## src/idj_pkg.sv

```systemverilog
// Purpose: shared constants for the inc/dec skip and jump execution block
// Assumes: 16-bit instruction words, four sys_clk phases per instruction
// Notes: opcode prefixes are the upper six bits of the first word, the upper eight for the jump
package idj_pkg;
   // instruction phases, one sys_clk each
   localparam logic [1:0] Q1 = 2'h0;
   localparam logic [1:0] Q2 = 2'h1;
   localparam logic [1:0] Q3 = 2'h2;
   localparam logic [1:0] Q4 = 2'h3;
   // opcode prefixes, bits 15:10
   localparam logic [5:0] PFX_DEC_SZ = 6'h0B;
   localparam logic [5:0] PFX_DEC_SNZ = 6'h13;
   localparam logic [5:0] PFX_INC = 6'h0A;
   localparam logic [5:0] PFX_INC_SZ = 6'h0F;
   localparam logic [5:0] PFX_INC_SNZ = 6'h12;
   // absolute jump: first word prefix bits 15:8, second word bits 15:12
   localparam logic [7:0] PFX_JUMP = 8'hEF;
   localparam logic [3:0] PFX_JUMP_2ND = 4'hF;
   // field positions in the first word
   localparam int DEST_BIT = 9;
   localparam int ACC_BIT = 8;
   // fixed access bank: low half from bank 0, high half from bank 15
   localparam logic [3:0] ACC_LOW_BANK = 4'h0;
   localparam logic [3:0] ACC_HIGH_BANK = 4'hF;
   localparam int ACC_SPLIT_BIT = 7;
   // flag bit positions in the flag word
   localparam int FLG_C = 0;
   localparam int FLG_DC = 1;
   localparam int FLG_Z = 2;
   localparam int FLG_OV = 3;
   localparam int FLG_N = 4;
   // data constants
   localparam logic [7:0] ONE_8 = 8'h01;
   localparam logic [7:0] ZERO_8 = 8'h00;
   localparam logic [7:0] MAX_POS_8 = 8'h7F;
   localparam logic [3:0] NIB_FULL = 4'hF;
   // substituted no-operation cycles after a skip or a jump
   localparam logic [1:0] NOPS_ONE_WORD = 2'h1;
   localparam logic [1:0] NOPS_TWO_WORD = 2'h2;
   localparam logic [1:0] NOPS_JUMP = 2'h1;
   typedef enum logic [2:0] {
      IDJ_OP_NONE, IDJ_OP_DEC_SZ, IDJ_OP_DEC_SNZ, IDJ_OP_INC,
      IDJ_OP_INC_SZ, IDJ_OP_INC_SNZ, IDJ_OP_JUMP
   } idj_op_t;
   typedef enum logic {IDJ_EXEC, IDJ_NOP} idj_mode_t;
endpackage
```

## src/idj_exec.sv

```systemverilog
// Purpose: executes the inc/dec-with-skip, increment and absolute jump ops
// Assumes: a new instruction word is presented for every Q1; the second
//          jump word is presented by Q4 of the jump's first cycle
// Notes: file memory, fetch, W and the program counter live outside
`timescale 1ns/1ps

// Notes on behaviour
// - With the destination bit at 0 the result goes to the working register.
// - With destination bit 1 the result goes back to the file register.
// - Increment-skip-on-zero flushes the next instruction on a zero result.
// - Increment-skip-on-nonzero flushes the next instruction if nonzero.
// - A taken skip adds one no-operation cycle, two cycles in all.
// - Skipping a two-word instruction adds two no-op cycles, three in all.
// - Access bit 0 picks the fixed access bank and ignores the bank value.
// - Access bit 1 forms the address from the bank value and the file field.
// - The jump loads its 20-bit literal into PC bits 20:1 with bit 0 clear.
// - The jump always takes two cycles, the second a no-operation.
// - The jump reaches any word of the full program space without paging.
module idj_exec #(
   parameter int DATA_W = 8,
   parameter int BANK_W = 4,
   parameter int PC_W = 21
) (
   input wire logic sys_clk,
   input wire logic srst,
   input wire logic [15:0] instr_word,
   input wire logic next_two_word,
   input wire logic [BANK_W-1:0] bank_select_value,
   input wire logic [DATA_W-1:0] file_rd_data,
   output logic [1:0] q_phase,
   output logic [BANK_W+DATA_W-1:0] file_addr,
   output logic file_wr_en,
   output logic w_wr_en,
   output logic [DATA_W-1:0] result_data,
   output logic flags_wr_en,
   output logic [4:0] flags,
   output logic pc_load_en,
   output logic [PC_W-1:0] pc_load_value,
   output logic skip_flush,
   output logic cycle_done
);
   typedef struct packed {
      logic [1:0] phase;
      idj_pkg::idj_mode_t mode;
      logic [1:0] nop_left;
      idj_pkg::idj_op_t op;
      logic dst_f;
      logic [BANK_W+DATA_W-1:0] addr;
      logic [DATA_W-1:0] k_lo;
      logic [DATA_W-1:0] res;
      logic [4:0] flg;
      logic file_wr_en;
      logic w_wr_en;
      logic flags_wr_en;
      logic pc_load_en;
      logic [PC_W-1:0] pc_value;
      logic skip_flush;
      logic cycle_done;
   } idj_state_t;

   idj_state_t state_reg;
   idj_state_t state_next;

   // opcode decode, shared by the phase logic and the checks
   function automatic idj_pkg::idj_op_t decode_op(input logic [15:0] w);
      idj_pkg::idj_op_t o;
      o = idj_pkg::IDJ_OP_NONE;
      if (w[15:8] == idj_pkg::PFX_JUMP) begin
         o = idj_pkg::IDJ_OP_JUMP;
      end else if (w[15:10] == idj_pkg::PFX_DEC_SZ) begin
         o = idj_pkg::IDJ_OP_DEC_SZ;
      end else if (w[15:10] == idj_pkg::PFX_DEC_SNZ) begin
         o = idj_pkg::IDJ_OP_DEC_SNZ;
      end else if (w[15:10] == idj_pkg::PFX_INC) begin
         o = idj_pkg::IDJ_OP_INC;
      end else if (w[15:10] == idj_pkg::PFX_INC_SZ) begin
         o = idj_pkg::IDJ_OP_INC_SZ;
      end else if (w[15:10] == idj_pkg::PFX_INC_SNZ) begin
         o = idj_pkg::IDJ_OP_INC_SNZ;
      end
      return o;
   endfunction

   // read-modify-write ops: everything but the jump and unknown opcodes
   function automatic logic is_rmw(input idj_pkg::idj_op_t o);
      return (o != idj_pkg::IDJ_OP_NONE) && (o != idj_pkg::IDJ_OP_JUMP);
   endfunction

   // operand address; access bank split keeps low page and top SFR page
   function automatic logic [BANK_W+DATA_W-1:0] form_addr(
      input logic acc, input logic [DATA_W-1:0] f,
      input logic [BANK_W-1:0] bank);
      logic [BANK_W-1:0] b;
      b = bank;
      if (!acc) begin
         b = f[idj_pkg::ACC_SPLIT_BIT] ? idj_pkg::ACC_HIGH_BANK
                                       : idj_pkg::ACC_LOW_BANK;
      end
      return {b, f};
   endfunction

   // skip decision from op and result
   function automatic logic skip_taken(input idj_pkg::idj_op_t o,
                                       input logic [DATA_W-1:0] r);
      logic z;
      z = (r == idj_pkg::ZERO_8);
      return ((o == idj_pkg::IDJ_OP_INC_SZ || o == idj_pkg::IDJ_OP_DEC_SZ)
              && z)
          || ((o == idj_pkg::IDJ_OP_INC_SNZ || o == idj_pkg::IDJ_OP_DEC_SNZ)
              && !z);
   endfunction

   // next state: one phase per clock, work happens on fixed phases
   always_comb begin
      logic [DATA_W:0] sum;
      logic is_dec;
      logic [DATA_W-1:0] d;
      sum = '0;
      is_dec = 1'b0;
      d = file_rd_data;
      state_next = state_reg;
      state_next.phase = state_reg.phase + 2'h1;
      state_next.file_wr_en = 1'b0;
      state_next.w_wr_en = 1'b0;
      state_next.flags_wr_en = 1'b0;
      state_next.pc_load_en = 1'b0;
      state_next.cycle_done = 1'b0;
      case (state_reg.mode)
         idj_pkg::IDJ_EXEC: begin
            case (state_reg.phase)
               idj_pkg::Q1: begin
                  state_next.op = decode_op(instr_word);
                  state_next.dst_f = instr_word[idj_pkg::DEST_BIT];
                  state_next.k_lo = instr_word[7:0];
                  state_next.addr = form_addr(
                     instr_word[idj_pkg::ACC_BIT], instr_word[7:0],
                     bank_select_value);
               end
               idj_pkg::Q3: begin
                  // operand read during Q2, processed here
                  is_dec = (state_reg.op == idj_pkg::IDJ_OP_DEC_SZ) ||
                           (state_reg.op == idj_pkg::IDJ_OP_DEC_SNZ);
                  if (is_dec) begin
                     state_next.res = d - idj_pkg::ONE_8;
                  end else begin
                     sum = {1'b0, d} + {1'b0, idj_pkg::ONE_8};
                     state_next.res = sum[DATA_W-1:0];
                  end
                  // flag word is on the flags port for every op, but flags_wr_en is set only for plain increment
                  state_next.flg[idj_pkg::FLG_C] = sum[DATA_W];
                  state_next.flg[idj_pkg::FLG_DC] =
                     (d[3:0] == idj_pkg::NIB_FULL);
                  state_next.flg[idj_pkg::FLG_N] = sum[DATA_W-1];
                  state_next.flg[idj_pkg::FLG_OV] =
                     (d == idj_pkg::MAX_POS_8);
                  state_next.flg[idj_pkg::FLG_Z] =
                     (sum[DATA_W-1:0] == idj_pkg::ZERO_8);
               end
               idj_pkg::Q4: begin
                  state_next.cycle_done = 1'b1;
                  if (is_rmw(state_reg.op)) begin
                     state_next.file_wr_en = state_reg.dst_f;
                     state_next.w_wr_en = !state_reg.dst_f;
                     state_next.flags_wr_en =
                        (state_reg.op == idj_pkg::IDJ_OP_INC);
                  end
                  if (skip_taken(state_reg.op, state_reg.res)) begin
                     state_next.mode = idj_pkg::IDJ_NOP;
                     state_next.skip_flush = 1'b1;
                     state_next.nop_left = next_two_word
                        ? idj_pkg::NOPS_TWO_WORD
                        : idj_pkg::NOPS_ONE_WORD;
                  end else if (state_reg.op == idj_pkg::IDJ_OP_JUMP) begin
                     // full 21-bit PC, no page bits kept
                     state_next.pc_load_en = 1'b1;
                     state_next.pc_value =
                        {instr_word[11:0], state_reg.k_lo, 1'b0};
                     state_next.mode = idj_pkg::IDJ_NOP;
                     state_next.skip_flush = 1'b1;
                     state_next.nop_left = idj_pkg::NOPS_JUMP;
                  end
               end
               default: begin
               end
            endcase
         end
         idj_pkg::IDJ_NOP: begin
            // words fetched meanwhile are discarded, nothing written
            if (state_reg.phase == idj_pkg::Q4) begin
               state_next.cycle_done = 1'b1;
               state_next.nop_left = state_reg.nop_left - 2'h1;
               if (state_reg.nop_left == idj_pkg::NOPS_ONE_WORD) begin
                  state_next.mode = idj_pkg::IDJ_EXEC;
                  state_next.skip_flush = 1'b0;
               end
            end
         end
         default: begin
            state_next.mode = idj_pkg::IDJ_EXEC;
         end
      endcase
   end

   // single state register
   always_ff @(posedge sys_clk) begin
      if (srst) begin
         state_reg <= '0;
      end else begin
         state_reg <= state_next;
      end
   end

   // outputs straight from the state register
   assign q_phase = state_reg.phase;
   assign file_addr = state_reg.addr;
   assign file_wr_en = state_reg.file_wr_en;
   assign w_wr_en = state_reg.w_wr_en;
   assign result_data = state_reg.res;
   assign flags_wr_en = state_reg.flags_wr_en;
   assign flags = state_reg.flg;
   assign pc_load_en = state_reg.pc_load_en;
   assign pc_load_value = state_reg.pc_value;
   assign skip_flush = state_reg.skip_flush;
   assign cycle_done = state_reg.cycle_done;
endmodule

```

## config.mk

```make
export PLATFORM = sky130hd
export DESIGN_NAME = idj_exec
export DESIGN_NICKNAME = d
export VERILOG_FILES = /design/src/idj_pkg.sv /design/src/idj_exec.sv
export SDC_FILE = /design/constraint.sdc
export NUM_CORES = 1
export LEC_CHECK = 0
export CAP_MARGIN = 10
export CORE_MARGIN = 5
export CORE_UTILIZATION = 45
export DETAILED_ROUTE_END_ITERATION = 8
export DONT_BUFFER_PORTS = 1
export SLEW_MARGIN = 15
export SYNTH_ARGS = -nofsm -noshare
export SYNTH_HDL_FRONTEND = slang
export SYNTH_SLANG_ARGS = --single-unit
```

## constraint.sdc

```tcl
create_clock -name sys_clk -period 2.1 [get_ports sys_clk]
set_clock_uncertainty 0.1 [all_clocks]
set_input_delay 0.21 -clock sys_clk [delete_from_list [all_inputs] [get_ports sys_clk]]
set_output_delay 0.21 -clock sys_clk [all_outputs]
set_load 0.05 [all_outputs]
```

==> metrics.txt <==
Crit Path Max Fanout=3; crit-path cells=nor4_2 -> o211ai_1 -> a211o_1 -> a31o_1 -> o311a_1; crit start category=register; Placed Area=2910 sq um; die width=between 90 and 100 um; Post-DRT Antenna Nets=0; Slowest-stage cell, CP=nor4_2; clk_lat worst skew=0.34 ns; Max-slew headroom=61.4%; total grt overflow=0; met2 wire length=3140 um; final slew viol count=0; post-CTS setup buffers=0; num ports=85; syn_nets=around 430; hold crit path type=in2reg; ys async rst share=0%; vias in the first global route=2,308; post-layout power=2.84 mW; ys flop type=dfxtp_1; RSZ-0062 raised after global routing=false; pwr dens=843 nW/um^2; drt first pass iters=4; mapped cell area=roughly 3100 sq um; Longest Clk Path Bufs=2; # rows=30; # Max-Cap Violations=0; outcome=complete, no violations; CTS tree=built; CTS sink cnt=60; vias per cell=5.09; initial DRC count=112; Die Area=8740 sq um; Routed WL=between 7000 and 8000 um; first-pass GRT wire length=11,600 um; Initial Utilization=between 40% and 50%; dpl cells=439; number of flops mapped to enable cells by yosys=0; YS warnings=0; Clk pin slew, worst setup/hold paths=0.07 ns; largest net degree at the start of global routing=61; share of layout cells above drive strength 1=around 10%; final period utilization=83.4%; max FFs per register=20; nets=414; Setup crit end kind=register; final hold violation count=0; GRT Util Overall=between 10% and 20%; Final HPWL DP=a little under 5000 um; Util after Layout=between 40 and 50%; Setup WS post-layout=0.349 ns; core area=6790 sq um; post-route cell area=roughly 3400 sq um; final setup fails=0; Num CTS Buffers=9; max incr delay on CP=between 0.3 and 0.4 ns; hold buffers post-CTS=23; max layer used=met4; initial antenna violation count=0; Residual DRC=0; die span in y=~94 um; # resized after CTS=0; worst path arrival time=~1.9 ns; Fin Setup TNS=0 ns; highest clock rate=0.571 GHz; sequential-to-total area share from yosys stat=38.3%; PortBufs=0; CTS root buf=clkbuf_8; area grow syn2layout=7.42%; post-synthesis cell count=397; Static Leak=1.25 nW; Worst EP required=2.22 ns; Worst IR Drop VDD=0.000419 V; met3 wire length=633 um; Non-Filler Instances=478; syn_area_per_cell=between 7 and 8 sq um; post-synthesis register bit count=60; Metal-1 WL=3210 um; Ant. Diodes=0; minimum clock period=1.75 ns; Placer Congestion=0.839; post-place setup slack=0.351 ns; H-tree Lvls=3; post-synth cell types=49; overall via count from detail_route=2,431; DR WL/cell=between 10 and 15 um; slew at the pin closest to its max-slew limit=0.579 ns; critical path type=reg2reg; Worst Hold Margin=between 0.01 and 0.015 ns
## report_power, final
part / total [mW] / internal [mW] / switching [mW] / leakage [nW]
logic: 0.388 / 0.161 / 0.227 / 0.660
clock network: 1.13 / 0.668 / 0.466 / 0.102
registers: 1.32 / 1.18 / 0.136 / 0.488
total: 2.84 / 2.01 / 0.829 / 1.25
## synthesized netlist by cell type, types with 3 or more instances
cell type,number,share of area [%]
xnor2_1,6,1.7
ha_1,6,2.4
dfxtp_1,60,38
buf_4,48,11
xor2_1,3,0.84
nand3b_1,8,1.9
nor3_1,14,2.2
nor3b_1,4,0.96
o211ai_1,3,0.72
inv_1,11,1.3
o21ai_1,3,0.48
nand2_1,76,9.1
and2_1,3,0.60
nor2_1,24,2.9
clkbuf_1,17,2.0
mux2i_1,4,1.3
nand3_1,7,1.1
nor2b_1,5,1.0
a21oi_1,43,6.9
o21ai_0,6,0.96
a211oi_1,5,1.2
buf_6,4,1.4
nand2b_1,4,0.80
nor4_1,3,0.60
## cell usage in the layout (no fill, tap or decap), types with 2 or more instances in the layout
cell type      synthesis  final
nand2_1               76     76
dfxtp_1               60     60
a21oi_1               43     43
nor2_1                24     24
dlygate4sd3_1          0     22
buf_4                 48     17
nor3_1                14     14
inv_1                 11     11
clkbuf_8               0      9
nand3b_1               8      8
nand3_1                7      7
xnor2_1                6      6
o21ai_0                6      6
ha_1                   6      6
nor2b_1                5      5
a211oi_1               5      5
nand2b_1               4      4
mux2i_1                4      4
nor3b_1                4      4
xor2_1                 3      3
o21ai_1                3      3
o211ai_1               3      3
and2_1                 3      3
nor4_1                 3      3
a32oi_1                2      2
nor4_2                 2      2
and4_1                 2      2
a31oi_1                2      2
clkinvlp_4             0      2
bufinv_16              0      2
## cell type report
cell class / instances / area, sq um
inverter: 11 / 41.3
multi-input combinational: 255 / 1420
timing repair buffer: 40 / 375
fill: 691 / 3420
tap: 96 / 120
clock buffer: 10 / 128
sequential: 60 / 1200
clock inverter: 6 / 88.8
## critical path: cells and delay by family (launching register included)
family	cells	cell delay [ns]
flops	1	0.32
simple gates	1	0.37
compound gates	4	0.85
## layer usage
| layer | global-route usage [%] | up-vias |
|---|---|---|
| li1 | - | 1241 |
| met4 | 6.96 | 0 |
| met2 | 25.3 | 74 |
| met1 | 21.2 | 1108 |
| met5 | 0 | - |
| met3 | 6.52 | 8 |
## kinds of logic after synthesis
group	share of synthesized area, %
compound gates	13.4
mux	1.28
flops	38.3
buf+inv	16.6
simple gates	25.0
other cells	0.120
xor+xnor	3.03
fa+ha+maj	2.39
## final timing paths
path	slack, ns	startpoint	end	depth (start not counted)
max	0.35	result_data[1]	state_reg[65]	5
min	0.01	file_rd_data[5]	flags[2]	2
max reg2reg	0.35	result_data[1]	state_reg[65]	5
min reg2reg	0.35	state_reg[60]	w_wr_en	1
(Power assumes the default switching activity.)
